$ cat src/core/cmpc_pkg.sv
// Constants for the comparator digital control block
// Behaviour
// - Every comparator has its own pair of control registers.
// - comparator_on enables a comparator; clear means off and lowest power.
// - Raw result low when positive below negative, high when above.
// - result_bit is 1 when positive above negative; output_invert flips it.
// - Inversion equals swapping inputs and changes nothing else; here it also makes an off comparator's result read 1.
// - Result readable in result_bit and in the result mirror register.
// - Pin driven only with pin_output_enable, direction cleared, comparator on.
// - With pin_output_enable set, comparator output overrides the port latch.
// - Port-latch override follows pin_output_enable only, never comparator_on.
// - Internal result is registered once per instruction cycle.
// - Pin result is not held to the instruction cycle unless sync applies.
// - speed_select resets to 1 (normal); 0 is low power; writable anytime.
// - Enabled rising or falling output edge sets the flag; software clears.
// - With timer_sync_enable, output latched on timer clock falling edge.
package cmpc_pkg;
   // -------------------------------------------------------------------------
   // Sizes
   // -------------------------------------------------------------------------
   localparam int CMPC_NUM_DEF = 2;
   localparam int CMPC_INSTR_DIV_DEF = 4;
   localparam int CMPC_NUM_MAX = 8;
   localparam int CMPC_DIV_MAX = 256;

   // -------------------------------------------------------------------------
   // Register byte offsets
   // -------------------------------------------------------------------------
   localparam logic [7:0] CMPC_OFS_CTRL0 = 8'h00;
   localparam logic [7:0] CMPC_OFS_CTRL1 = 8'h04;
   localparam logic [7:0] CMPC_OFS_MIRROR = 8'h40;
   localparam logic [7:0] CMPC_OFS_STATUS = 8'h44;
   localparam logic [7:0] CMPC_OFS_MASK = 8'h48;

   // -------------------------------------------------------------------------
   // Field positions
   // -------------------------------------------------------------------------
   localparam int CMPC_B_ON = 7;
   localparam int CMPC_B_OUT = 6;
   localparam int CMPC_B_OE = 5;
   localparam int CMPC_B_POL = 4;
   localparam int CMPC_B_SP = 2;
   localparam int CMPC_B_HYS = 1;
   localparam int CMPC_B_SYNC = 0;
   localparam int CMPC_B_INTP = 7;
   localparam int CMPC_B_INTN = 6;

   // -------------------------------------------------------------------------
   // Reset values
   // -------------------------------------------------------------------------
   localparam logic CMPC_RST_ON = 1'h0;
   localparam logic CMPC_RST_OE = 1'h0;
   localparam logic CMPC_RST_POL = 1'h0;
   localparam logic CMPC_RST_SP = 1'h1;
   localparam logic CMPC_RST_HYS = 1'h0;
   localparam logic CMPC_RST_SYNC = 1'h0;
   localparam logic CMPC_RST_INTP = 1'h0;
   localparam logic CMPC_RST_INTN = 1'h0;
   localparam logic CMPC_RST_MASK = 1'h0;
endpackage

$ cat src/core/cmpc_top.sv
// Comparator digital control: registers, result paths, pin drive, interrupt
//
// Chosen here: the Avalon-MM register port and the register addresses.
`timescale 1ns/10ps
`default_nettype none
module cmpc_top #(
   parameter int NUM_CMP = cmpc_pkg::CMPC_NUM_DEF,
   parameter int INSTR_DIV = cmpc_pkg::CMPC_INSTR_DIV_DEF
) (
   input wire logic CLK_I,                          // 10 MHz clock
   input wire logic RST_N_I,                        // Sync reset, active low

   input wire logic [7:0] ADDRESS_I,                // Avalon byte address
   input wire logic READ_I,                         // Avalon read
   input wire logic WRITE_I,                        // Avalon write
   input wire logic [3:0] BYTEENABLE_I,             // Avalon byte enables
   input wire logic [31:0] WRITEDATA_I,             // Avalon write data
   output logic [31:0] READDATA_O,                  // Avalon read data
   output logic WAITREQUEST_O,                      // Avalon wait request

   input wire logic [NUM_CMP-1:0] CMP_RAW_I,        // Raw analog comparison
   input wire logic TMR_CLK_I,                      // Timer source clock
   input wire logic [NUM_CMP-1:0] PIN_DIR_I,        // Pin direction, 1 = input

   output logic [NUM_CMP-1:0] CMP_ON_O,             // Analog front end enable
   output logic [NUM_CMP-1:0] CMP_SPEED_O,          // 1 normal, 0 low power
   output logic [NUM_CMP-1:0] CMP_HYST_O,           // Hysteresis enable
   output logic [NUM_CMP-1:0] CMP_RESULT_O,         // Result to peripherals
   output logic [NUM_CMP-1:0] PIN_O,                // Pin output level
   output logic [NUM_CMP-1:0] PIN_OE_N_O,           // Pin drive, active low
   output logic [NUM_CMP-1:0] PORT_OVR_O,           // Port latch override
   output logic IRQ_O                               // Interrupt, level high
);
   // -------------------------------------------------------------------------
   // Parameter checks
   // -------------------------------------------------------------------------
   if (NUM_CMP < 1 || NUM_CMP > cmpc_pkg::CMPC_NUM_MAX) begin : g_chk_num
      $error("NUM_CMP out of range");
   end
   if (INSTR_DIV < 1 || INSTR_DIV > cmpc_pkg::CMPC_DIV_MAX) begin : g_chk_div
      $error("INSTR_DIV out of range");
   end
   // Control registers must stay clear of the shared registers
   if (NUM_CMP * 8 > 64) begin : g_chk_map
      $error("NUM_CMP overlaps the shared registers");
   end

   // -------------------------------------------------------------------------
   // State
   // -------------------------------------------------------------------------
   typedef struct packed {
      logic [NUM_CMP-1:0] raw_s1;
      logic [NUM_CMP-1:0] raw_s2;
      logic [NUM_CMP-1:0] raw_s3;
      logic [NUM_CMP-1:0] raw_val;

      logic tmr_s1;
      logic tmr_s2;
      logic tmr_s3;
      logic tmr_val;
      logic [NUM_CMP-1:0] sync_lat;

      logic [NUM_CMP-1:0] on;
      logic [NUM_CMP-1:0] oe;
      logic [NUM_CMP-1:0] pol;
      logic [NUM_CMP-1:0] sp;
      logic [NUM_CMP-1:0] hys;
      logic [NUM_CMP-1:0] syn;
      logic [NUM_CMP-1:0] intp;
      logic [NUM_CMP-1:0] intn;

      logic [NUM_CMP-1:0] res;
      logic [NUM_CMP-1:0] flag;
      logic [NUM_CMP-1:0] mask;

      logic [NUM_CMP-1:0] pin;
      logic [NUM_CMP-1:0] pin_oe_n;
      logic [NUM_CMP-1:0] ovr;

      logic [7:0] div;
      logic ack;
      logic [31:0] rdata;
      logic irq;
   } cmpc_state_t;

   cmpc_state_t state_reg;
   cmpc_state_t state_next;

   // -------------------------------------------------------------------------
   // Helpers
   // -------------------------------------------------------------------------
   // Control register of comparator idx; sel1 picks the second one
   function automatic logic ctrl_hit(input logic [7:0] a, input int idx, input logic sel1);
      logic [7:0] base;
      base = 8'(idx * 8) + (sel1 ? cmpc_pkg::CMPC_OFS_CTRL1 : cmpc_pkg::CMPC_OFS_CTRL0);
      return a == base;
   endfunction

   // An input change counts only once stages 2 and 3 agree
   function automatic logic settle(input logic s2, input logic s3, input logic held);
      logic v;
      v = held;
      if (s2 == s3) begin
         v = s2;
      end
      return v;
   endfunction

   // Readable first control byte; the result bit is read-only
   function automatic logic [7:0] ctrl0_word(input logic on, input logic out, input logic oe,
         input logic pol, input logic sp, input logic hys, input logic syn);
      logic [7:0] w;
      w = 8'h00;
      w[cmpc_pkg::CMPC_B_ON] = on;
      w[cmpc_pkg::CMPC_B_OUT] = out;
      w[cmpc_pkg::CMPC_B_OE] = oe;
      w[cmpc_pkg::CMPC_B_POL] = pol;
      w[cmpc_pkg::CMPC_B_SP] = sp;
      w[cmpc_pkg::CMPC_B_HYS] = hys;
      w[cmpc_pkg::CMPC_B_SYNC] = syn;
      return w;
   endfunction

   // Readable second control byte
   function automatic logic [7:0] ctrl1_word(input logic intp, input logic intn);
      logic [7:0] w;
      w = 8'h00;
      w[cmpc_pkg::CMPC_B_INTP] = intp;
      w[cmpc_pkg::CMPC_B_INTN] = intn;
      return w;
   endfunction

   // -------------------------------------------------------------------------
   // Next state
   // -------------------------------------------------------------------------
   always_comb begin
      logic [NUM_CMP-1:0] cur;
      logic [NUM_CMP-1:0] sel;
      logic [NUM_CMP-1:0] set;
      logic [NUM_CMP-1:0] clr;
      logic [NUM_CMP-1:0] rise;
      logic [NUM_CMP-1:0] fall;
      logic tmr_fall;
      logic tick;

      cur = '0;
      sel = '0;
      set = '0;
      clr = '0;
      rise = '0;
      fall = '0;
      tmr_fall = 1'b0;
      tick = 1'b0;
      state_next = state_reg;

      // ----------------------------------------------------------------------
      // Synchronisers
      // ----------------------------------------------------------------------
      state_next.raw_s1 = CMP_RAW_I;
      state_next.raw_s2 = state_reg.raw_s1;
      state_next.raw_s3 = state_reg.raw_s2;
      for (int i = 0; i < NUM_CMP; i++) begin
         state_next.raw_val[i] = settle(state_reg.raw_s2[i], state_reg.raw_s3[i], state_reg.raw_val[i]);
      end
      state_next.tmr_s1 = TMR_CLK_I;
      state_next.tmr_s2 = state_reg.tmr_s1;
      state_next.tmr_s3 = state_reg.tmr_s2;
      state_next.tmr_val = settle(state_reg.tmr_s2, state_reg.tmr_s3, state_reg.tmr_val);
      tmr_fall = state_reg.tmr_val & ~state_next.tmr_val;

      // ----------------------------------------------------------------------
      // Result paths
      // ----------------------------------------------------------------------
      // Polarity before the split so pin and internal paths agree
      cur = (state_reg.on & state_reg.raw_val) ^ state_reg.pol;
      if (tmr_fall) begin
         state_next.sync_lat = cur;
      end
      for (int i = 0; i < NUM_CMP; i++) begin
         sel[i] = state_reg.syn[i] ? state_reg.sync_lat[i] : cur[i];
      end

      // ----------------------------------------------------------------------
      // Pin drive
      // ----------------------------------------------------------------------
      // Pin path follows every clock, not the instruction cycle
      state_next.pin = sel;
      state_next.pin_oe_n = ~(state_reg.oe & state_reg.on & ~PIN_DIR_I);
      state_next.ovr = state_reg.oe;

      // ----------------------------------------------------------------------
      // Instruction tick
      // ----------------------------------------------------------------------
      tick = state_reg.div == 8'(INSTR_DIV - 1);
      state_next.div = tick ? 8'h00 : state_reg.div + 8'h01;
      if (tick) begin
         state_next.res = sel;
         // Edges of the reported output, so polarity or on/off changes also count
         rise = sel & ~state_reg.res;
         fall = ~sel & state_reg.res;
         set = (rise & state_reg.intp) | (fall & state_reg.intn);
      end

      // ----------------------------------------------------------------------
      // Bus read
      // ----------------------------------------------------------------------
      // One wait cycle, answer on the next
      state_next.ack = (READ_I | WRITE_I) & ~state_reg.ack;

      if ((READ_I | WRITE_I) & ~state_reg.ack) begin
         state_next.rdata = '0;
         for (int i = 0; i < NUM_CMP; i++) begin
            if (ctrl_hit(ADDRESS_I, i, 1'b0)) begin
               state_next.rdata[7:0] = ctrl0_word(state_reg.on[i], state_reg.res[i], state_reg.oe[i],
                  state_reg.pol[i], state_reg.sp[i], state_reg.hys[i], state_reg.syn[i]);
            end
            if (ctrl_hit(ADDRESS_I, i, 1'b1)) begin
               state_next.rdata[7:0] = ctrl1_word(state_reg.intp[i], state_reg.intn[i]);
            end
         end
         if (ADDRESS_I == cmpc_pkg::CMPC_OFS_MIRROR) begin
            state_next.rdata[NUM_CMP-1:0] = state_reg.res;
         end
         if (ADDRESS_I == cmpc_pkg::CMPC_OFS_STATUS) begin
            state_next.rdata[NUM_CMP-1:0] = state_reg.flag;
         end
         if (ADDRESS_I == cmpc_pkg::CMPC_OFS_MASK) begin
            state_next.rdata[NUM_CMP-1:0] = state_reg.mask;
         end
      end

      // ----------------------------------------------------------------------
      // Bus write
      // ----------------------------------------------------------------------
      // Writes land on the edge where waitrequest is low
      if (state_reg.ack & WRITE_I & BYTEENABLE_I[0]) begin
         for (int i = 0; i < NUM_CMP; i++) begin
            if (ctrl_hit(ADDRESS_I, i, 1'b0)) begin
               state_next.on[i] = WRITEDATA_I[cmpc_pkg::CMPC_B_ON];
               state_next.oe[i] = WRITEDATA_I[cmpc_pkg::CMPC_B_OE];
               state_next.pol[i] = WRITEDATA_I[cmpc_pkg::CMPC_B_POL];
               state_next.sp[i] = WRITEDATA_I[cmpc_pkg::CMPC_B_SP];
               state_next.hys[i] = WRITEDATA_I[cmpc_pkg::CMPC_B_HYS];
               state_next.syn[i] = WRITEDATA_I[cmpc_pkg::CMPC_B_SYNC];
            end
            if (ctrl_hit(ADDRESS_I, i, 1'b1)) begin
               state_next.intp[i] = WRITEDATA_I[cmpc_pkg::CMPC_B_INTP];
               state_next.intn[i] = WRITEDATA_I[cmpc_pkg::CMPC_B_INTN];
            end
         end
         if (ADDRESS_I == cmpc_pkg::CMPC_OFS_MASK) begin
            state_next.mask = WRITEDATA_I[NUM_CMP-1:0];
         end
      end

      // ----------------------------------------------------------------------
      // Status flags
      // ----------------------------------------------------------------------
      // Read clears only what was reported, so a later edge is never lost
      if (state_reg.ack & READ_I & (ADDRESS_I == cmpc_pkg::CMPC_OFS_STATUS)) begin
         clr = state_reg.rdata[NUM_CMP-1:0];
      end
      state_next.flag = (state_reg.flag & ~clr) | set;
      state_next.irq = |(state_next.flag & state_next.mask);
   end

   // -------------------------------------------------------------------------
   // Registers
   // -------------------------------------------------------------------------
   always_ff @(posedge CLK_I) begin
      if (!RST_N_I) begin
         state_reg <= '0;
         // Register fields take their reset values, the rest clears except pin_oe_n
         state_reg.on <= {NUM_CMP{cmpc_pkg::CMPC_RST_ON}};
         state_reg.oe <= {NUM_CMP{cmpc_pkg::CMPC_RST_OE}};
         state_reg.pol <= {NUM_CMP{cmpc_pkg::CMPC_RST_POL}};
         state_reg.sp <= {NUM_CMP{cmpc_pkg::CMPC_RST_SP}};
         state_reg.hys <= {NUM_CMP{cmpc_pkg::CMPC_RST_HYS}};
         state_reg.syn <= {NUM_CMP{cmpc_pkg::CMPC_RST_SYNC}};
         state_reg.intp <= {NUM_CMP{cmpc_pkg::CMPC_RST_INTP}};
         state_reg.intn <= {NUM_CMP{cmpc_pkg::CMPC_RST_INTN}};
         state_reg.mask <= {NUM_CMP{cmpc_pkg::CMPC_RST_MASK}};
         // Pin drivers start released
         state_reg.pin_oe_n <= '1;
      end else begin
         state_reg <= state_next;
      end
   end

   // -------------------------------------------------------------------------
   // Outputs
   // -------------------------------------------------------------------------
   // Every output comes from a flop, WAITREQUEST_O through an inverter
   assign READDATA_O = state_reg.rdata;
   assign WAITREQUEST_O = ~state_reg.ack;

   assign CMP_ON_O = state_reg.on;
   assign CMP_SPEED_O = state_reg.sp;
   assign CMP_HYST_O = state_reg.hys;
   assign CMP_RESULT_O = state_reg.res;

   assign PIN_O = state_reg.pin;
   assign PIN_OE_N_O = state_reg.pin_oe_n;
   assign PORT_OVR_O = state_reg.ovr;
   assign IRQ_O = state_reg.irq;
endmodule
`default_nettype wire

$ cat config.mk
export PLATFORM = sky130hd
export DESIGN_NAME = cmpc_top
export DESIGN_NICKNAME = d
export VERILOG_FILES = /design/src/core/cmpc_pkg.sv /design/src/core/cmpc_top.sv
export SDC_FILE = /design/constraint.sdc
export NUM_CORES = 1
export LEC_CHECK = 0
export ABC_CLOCK_PERIOD_IN_PS = 3100
export BUFFER_PORTS_ARGS = -buffer_cell sky130_fd_sc_hd__buf_2
export CAP_MARGIN = 20
export CORE_ASPECT_RATIO = 0.6
export CORE_UTILIZATION = 45
export CTS_CLUSTER_SIZE = 25
export DETAILED_ROUTE_END_ITERATION = 16
export PLACE_DENSITY_LB_ADDON = 0.3
export REMOVE_ABC_BUFFERS = 1
export SLEW_MARGIN = 20
export SYNTH_ARGS = -nofsm -noshare
export SYNTH_HDL_FRONTEND = slang
export SYNTH_SLANG_ARGS = --single-unit
$ cat constraint.sdc
create_clock -name CLK_I -period 3.1 [get_ports CLK_I]
set_clock_uncertainty 0.05 [all_clocks]
set_input_delay 0.62 -clock CLK_I [delete_from_list [all_inputs] [get_ports CLK_I]]
set_output_delay 0.62 -clock CLK_I [all_outputs]
set_load 0.03 [all_outputs]
Word level (Yosys, flattened, before mapping)
Cells that the tools add are included.

Add/sub/neg operators: 1. Equality and inequality tests: 10. Multiplexer cells: 14. Bitwise gates (word level): 27. Reductions and logical operators: 7.

Operators with widths (number): $mux W8 (4); $eq A8 B7 Y1 const B (3); $and A2 B2 Y2 (9); $eq A8 B4 Y1 const B (2); $mux W2 (7); $not A2 Y2 (5); $add A8 B1 Y8 const B (1); $eq A8 B2 Y1 const B (1); $eq A8 B3 Y1 const B (1); $logic_not A8 Y1 (1); $reduce_and A2 Y1 (4); $and A1 B1 Y1 (6); $or A2 B2 Y2 (2); $reduce_or A2 Y1 (2); $eq A1 B1 Y1 (3); $mux W1 (3); $not A1 Y1 (3); $xor A2 B2 Y2 (1); $or A1 B1 Y1 (1).

Flip-flop bits (word level): 60. Input port bits: 53. Output and inout port bits: 48. Word-level logic and storage cells: 95.

Longest topological paths before layout
Gate-level depths: netlist (run 1).

Word-level depth: 11. Depth in mapped cells: 6. Gate-level depth less buffers: 5.

Worst setup path after synthesis (run 1)
OpenSTA, ideal clock, no wires.

Path kind: input -> register. Start point: input port ADDRESS_I[1]. End point: register state_reg, in the netlist CMP_SPEED_O[0]. Library setup time: 0.125 ns. Data arrival time: 2.317 ns. Data required time: 2.925 ns. Setup slack: 0.608 ns. Stages: 6. Path buffers: 1. Cells stage by stage: or4_4 or4_4 buf_6 nor3_4 mux2i_1 nand2_1.

Longest elaborated chain between the ends: 2.

RTL lines: start: declaration (line cmpc_top.sv:13) `input wire logic [7:0] ADDRESS_I,`; $logic_not A8 Y1 (line cmpc_top.sv:96) `return a == base;`; $reduce_and A2 Y1 (no source line); end signal: assignment (line cmpc_top.sv:286) `state_reg <= state_next;`; end: declaration (line cmpc_top.sv:86) `cmpc_state_t state_reg;`.

No other way between the ends. A chain may end at the register's enable or synchronous reset.

Worst setup path after layout (run 1)
Same ends and word-level chain as after synthesis.

==> metrics, run 1 <==
# resized after CTS=0; critical path required time=between 3 and 4 ns; antenna violations before repair=0; final weighted congestion in routability-driven placement=slightly above 0.8; largest voltage drop on the vdd net=slightly above 0.3 mV; master of the slowest instance on the critical path=sky130_fd_sc_hd__or4_4; share of the synthesized area in the top cell type=42.2%; clock sinks=59; Synth area leaders=sky130_fd_sc_hd__dfxtp_1, sky130_fd_sc_hd__buf_4, sky130_fd_sc_hd__mux2i_1; initial core utilization=48.4%; fraction of layout instances using a drive strength above 1=between 20% and 30%; Relative slew margins=50.5%; most common cell type on the critical path=sky130_fd_sc_hd__or4_4; number of nets in the finished design=383; number of diodes=0; data arrival at the endpoint of the critical path=2.52 ns; total of buffers placed on input and output ports=47; DRT Pass-1 Iters=4; total I/O pin count=slightly above 100; Synth warnings=0; worst-skew pair later-pin latency=0.33 ns; max reg flops=29; routed wire length=about 5.5 mm; share of the cycle needed by the critical path after routing=between 70% and 80%; Critical Path Sink Type=flop; cell taking the most area after synthesis=sky130_fd_sc_hd__dfxtp_1; most frequent standard cell in the layout excluding fill and tap cells=sky130_fd_sc_hd__dfxtp_1; static leakage power=1.24 nW; hold violation count in the final report=0; fraction of registers with async set or reset after synthesis=0%; DRC violation count after routing=0; MaxCap Viol Count=0; horizontal extent of the die=approximately 100 µm; count of placed standard cells including taps=around 400; post-detailed-placement cell area=0.00284 mm²; cell area after synthesis=~0.0028 mm²; post-placement setup slack=~0.38 ns; Final TNS setup=0 ns; synth unique cells=39; number of clock buffers inserted by TritonCTS=9; transition time at the pin with the least slew margin=~0.74 ns; delay-heaviest family, CP=simple AND/OR/NAND/NOR gates; via-per-instance ratio=just under 5; count of buffers added by post-CTS timing repair for setup=0; Final setup violation count=0; quantity of hold-fixing buffers added after cts=0; setup repair after global routing missed its margin=false; largest net degree at the start of global routing=between 50 and 60; area of the placeable core=just under 0.006 mm²; flops & latches, synth=~60; PwrDens=between 500 and 600 mW/mm²; startpoint-to-endpoint class of the critical path=input port to flop; CTS tree=done; number of placement rows=21; Filler cells=574; number of buffer and inverter instances along the worst setup path=1; final max-slew violation count=0; Finished Layout Cells=slightly above 400; clock transition at the registers of the reported paths=~0.06 ns; design area=0.00301 mm²; final critical delay including setup and external delays=between 2 and 2.5 ns; First DRT Iteration DRCs=between 100 and 150; GRT Resource Usage Total=roughly 18%; post-DP HPWL=between 3 and 4 mm; Die Y=roughly 63 µm; instance count of the mapped netlist=303; CTS root buffer=sky130_fd_sc_hd__clkbuf_8; largest buffer count on any clock path=2; leftover overflow at the end of global routing=0; leading cell types in the layout, fill and taps excluded=sky130_fd_sc_hd__dfxtp_1, sky130_fd_sc_hd__buf_2, sky130_fd_sc_hd__nand2_1; outcome=completed; largest stage delay on the critical path=~0.57 ns; startpoint kind of the worst setup timing path=input port; global-route wire length before repair=between 8 and 9 mm; layout overhead on the synthesized area=7.33%; sequential fraction of the synthesis area=between 40 and 50%; Reg area=about 0.0012 mm²; Multi-input gate area=0.00131 mm²; maximum fanout along the worst path=6; htree depth=3; maximum clock rate=420 MHz; EDFF count, synth=0; overall die area=around 0.0066 mm²; count of antenna-violating nets left after detailed routing=0; via count of the first global-routing pass=1807; via total after detailed routing=between 2k and 2.5k; post-synthesis average cell area=around 9.2 µm²; worst setup margin=approximately 0.72 ns; worst-path cell chain=buf_2, or4_4, or4_4, nor3_4, mux2i_1, nand2_1; primary flip-flop cell chosen by synthesis mapping=sky130_fd_sc_hd__dfxtp_1; wire length per cell=13.3 µm; worst hold path class=flop to flop
==> final cells by class <==
type | instances | area share, %
Sequential cell | 59 | 39.3
Clock inverter | 3 | 0.500
Timing Repair Buffer | 48 | 8.08
Multi-Input combinational cell | 210 | 43.6
Clock buffer | 11 | 5.04
Tap cell | 80 | 3.33
Inverter | 1 | 0.125
==> worst paths after layout <==
check	start	to	slack [ns]	cells past startpoint
max	ADDRESS_I[1]	CMP_SPEED_O[0]	0.72	6
min	state_next[81]	state_next[79]	0.38	1
max reg2reg	state_reg[33]	IRQ_O	1.12	4
min reg2reg	state_next[81]	state_next[79]	0.38	1
==> through the flow <==
step,utilization [%],power (W),hold slack [ns]
after floorplan,-,0.000876,0.362
after global placement,49.1,0.000919,0.368
after detailed placement,49.1,0.000920,0.371
after CTS,52.0,0.00152,0.387
after global routing,52.0,0.00158,0.389
final,52.0,0.00151,0.383
==> logic make-up (layout without fill, tap and decap cells) <==
group | after synthesis | count (layout) | share of synthesized area (%)
AO/OA/AOI/OAI | 40 | 40 | 9.61
XOR/XNOR | 8 | 8 | 2.50
adder cells (fa/ha/maj) | 1 | 1 | 0.447
buffers and inverters | 58 | 63 | 14.2
flip-flops | 59 | 59 | 42.2
multiplexers | 19 | 19 | 7.77
other | 1 | 25 | 0.134
AND/OR/NAND/NOR | 117 | 117 | 23.1
==> where the power goes <==
part	switching, W	internal (W)	total [W]	leakage (nW)
logic	0.0000898	0.0000339	0.000124	0.672
clock network	0.000287	0.000320	0.000608	0.0908
registers	0.0000102	0.000771	0.000781	0.478
==> metal layers <==
layer | up-vias | part of all wire, % | track usage (%) | wire length [µm]
li1 | 1016 | - | - | -
met1 | 934 | 53 | 25.9 | 2900
met2 | 75 | 39 | 23.4 | 2140
met3 | 0 | 8.1 | 7.04 | 446
met4 | 0 | 0 | 5.36 | 0
met5 | - | 0 | 0 | 0
==> synth_stat cells, types with 5 or more instances <==
| cell type | instances |
|---|---|
| sky130_fd_sc_hd__o21ai_0 | 13 |
| sky130_fd_sc_hd__nand2b_1 | 5 |
| sky130_fd_sc_hd__buf_4 | 46 |
| sky130_fd_sc_hd__nor2b_1 | 18 |
| sky130_fd_sc_hd__a21oi_1 | 5 |
| sky130_fd_sc_hd__dfxtp_1 | 59 |
| sky130_fd_sc_hd__nand3_1 | 18 |
| sky130_fd_sc_hd__xor2_1 | 5 |
| sky130_fd_sc_hd__mux2i_1 | 15 |
| sky130_fd_sc_hd__nand2_1 | 26 |
| sky130_fd_sc_hd__and2_1 | 18 |
| sky130_fd_sc_hd__clkbuf_1 | 10 |
| sky130_fd_sc_hd__a21boi_0 | 10 |
| sky130_fd_sc_hd__nor2_1 | 10 |
No activity file was read; power rests on OpenSTA's default activity.
==> run 2, diff against run 1 <==
--- a/config.mk
+++ b/config.mk
@@ -5,7 +5,7 @@
 export SDC_FILE = /design/constraint.sdc
 export NUM_CORES = 1
 export LEC_CHECK = 0
-export ABC_CLOCK_PERIOD_IN_PS = 3100
+export ABC_CLOCK_PERIOD_IN_PS = 2100
 export BUFFER_PORTS_ARGS = -buffer_cell sky130_fd_sc_hd__buf_2
 export CAP_MARGIN = 20
 export CORE_ASPECT_RATIO = 0.6
==> constraint.sdc (replaced) <==
create_clock -name CLK_I -period 2.1 [get_ports CLK_I]
set_clock_uncertainty 0.05 [all_clocks]
set_input_delay 0.42 -clock CLK_I [delete_from_list [all_inputs] [get_ports CLK_I]]
set_output_delay 0.42 -clock CLK_I [all_outputs]
set_load 0.03 [all_outputs]
==> metrics, run 2 (same netlist as run 1, synthesis figures left out) <==
worst hold path class=input port to flop; horizontal extent of the die=approximately 100 µm; most frequent standard cell in the layout excluding fill and tap cells=sky130_fd_sc_hd__dfxtp_1; clock sinks=roughly 60; total power draw=between 0.002 and 0.0025 W; area of the placeable core=just under 0.006 mm²; data arrival at the endpoint of the critical path=roughly 2.1 ns; Die Y=63.1 µm; setup repair after global routing missed its margin=false; routed wire length=5.51 mm; final critical delay including setup and external delays=approximately 1.9 ns; GRT Resource Usage Total=between 10% and 20%; share of total power in sequential cells=a little under half; PwrDens=between 700 and 800 mW/mm²; number of diodes=0; via total after detailed routing=just over 2k; transition time at the pin with the least slew margin=roughly 0.60 ns; fraction of layout instances using a drive strength above 1=approximately a quarter; htree depth=3; largest voltage drop on the vdd net=roughly 0.47 mV; number of buffer and inverter instances along the worst setup path=2; outcome=completed; critical path required time=around 2.3 ns; # resized after CTS=0; Final setup violation count=0; delay-heaviest family, CP=simple AND/OR/NAND/NOR gates; total of buffers placed on input and output ports=47; leading cell types in the layout, fill and taps excluded=sky130_fd_sc_hd__dfxtp_1, sky130_fd_sc_hd__buf_2, sky130_fd_sc_hd__nand2_1; master of the slowest instance on the critical path=sky130_fd_sc_hd__or4_4; layout overhead on the synthesized area=13.1%; number of clock buffers inserted by TritonCTS=9; maximum clock rate=slightly above 500 MHz; quantity of hold-fixing buffers added after cts=0; largest stage delay on the critical path=around 0.53 ns; Critical Path Sink Type=flop; leftover overflow at the end of global routing=0; count of buffers added by post-CTS timing repair for setup=0; CTS tree=done; Finished Layout Cells=427; post-placement setup slack=-0.206 ns; hold violation count in the final report=0; clock transition at the registers of the reported paths=approximately 0.07 ns; worst-path cell chain=buf_2, or4_4, or4_4, nor3_4, buf_12, mux2i_1, nand2_1; wire length per cell=about 13 µm; MaxCap Viol Count=0; share of the cycle needed by the critical path after routing=92.5%; count of placed standard cells including taps=around 400; global-route wire length before repair=around 9.2 mm; CTS root buffer=sky130_fd_sc_hd__clkbuf_8; part of the total power dissipated in the clock network=45.6%; switching power of the nets=0.000606 W; maximum fanout along the worst path=6; most common cell type on the critical path=sky130_fd_sc_hd__or4_4; share of the core filled with cells in the final layout=between 50% and 60%; register-to-register path setup slack=0.24 ns; via count of the first global-routing pass=~1.9k; max reg flops=29; number of nets in the finished design=396; count of antenna-violating nets left after detailed routing=0; First DRT Iteration DRCs=between 80 and 90; overall die area=~0.0066 mm²; number of placement rows=21; internal power component=approximately 0.0019 W; final max-slew violation count=0; Relative slew margins=between 60% and 70%; startpoint-to-endpoint class of the critical path=input port to flop; total I/O pin count=slightly above 100; worst setup margin=around 0.16 ns; final weighted congestion in routability-driven placement=between 0.8 and 0.9; part of the power in combinational logic=slightly below 8%; antenna violations before repair=0; DRC violation count after routing=0; initial core utilization=about 48%; largest buffer count on any clock path=2; via-per-instance ratio=roughly 4.9; static leakage power=~1.3 nW; net switching fraction of the power=between 20 and 25%; worst-skew pair later-pin latency=around 0.34 ns; largest net degree at the start of global routing=31; post-DP HPWL=4.16 mm; DRT Pass-1 Iters=4; startpoint kind of the worst setup timing path=input port
-- run 2: cell types whose count changed in the layout (fill, tap and decap cells not counted), sizes merged --
cell,before,now
buf,48,61
clkinvlp,0,4
bufinv,0,2
clkinv,3,0
clkbuf,11,10
-- run 2: area by class of cell --
cell class                      instances  area [µm²]
Inverter                                1        3.75
Fill cell                             539        2610
Multi-Input combinational cell        210        1310
Clock buffer                           10         128
Clock inverter                          6        90.1
Timing Repair Buffer                   61         353
Sequential cell                        59        1180
Tap cell                               80         100
-- run 2: metrics by stage --
| step | instance area, µm² | setup TNS [ns] | hold WS [ns] |
|---|---|---|---|
| 3_5_place_dp | 2950 | -2.23 | 0.369 |
| 5_1_grt | 3170 | 0 | 0.194 |
| 4_1_cts | 3170 | 0 | 0.196 |
| 6_report | 3170 | 0 | 0.214 |
| 2_1_floorplan | 2500 | -4.47 | 0.362 |
| 3_3_place_gp | 2950 | -1.97 | 0.366 |
-- run 2: final timing paths --
check / from / to / depth (start not counted)
hold reg to reg: state_next[81] / state_next[79] / 1
setup reg to reg: CMP_ON_O[1] / IRQ_O / 5
hold / removal: PIN_DIR_I[0] / PIN_OE_N_O[0] / 2
setup / recovery: ADDRESS_I[1] / CMP_SPEED_O[0] / 7
-- run 2: power groups by stage --
stage / Clock (W) / Sequential (W) / Combinational, W
6_report: 0.00112 / 0.00115 / 0.000192
5_1_grt: 0.00123 / 0.00115 / 0.000209
4_1_cts: 0.00116 / 0.00115 / 0.000192
3_5_place_dp: 0 / 0.00118 / 0.000191
3_3_place_gp: 0 / 0.00118 / 0.000190
2_1_floorplan: 0 / 0.00118 / 0.000114
-- run 2: metal layers --
layer	routed length (µm)	up-vias	share of wire, %	track usage (%)
li1	-	1044	-	-
met1	2880	945	52	26.2
met2	2130	85	39	23.9
met3	466	4	8.5	9.32
met4	34	0	0.62	6.07
met5	0	-	0	0
-- run 2: worst reg2reg max path, delay by kind of cell (launching register included) --
family / cells / cell delay (ns)
compound gates: 3 / 0.61
simple gates: 1 / 0.33
mux: 1 / 0.35
flops: 1 / 0.47
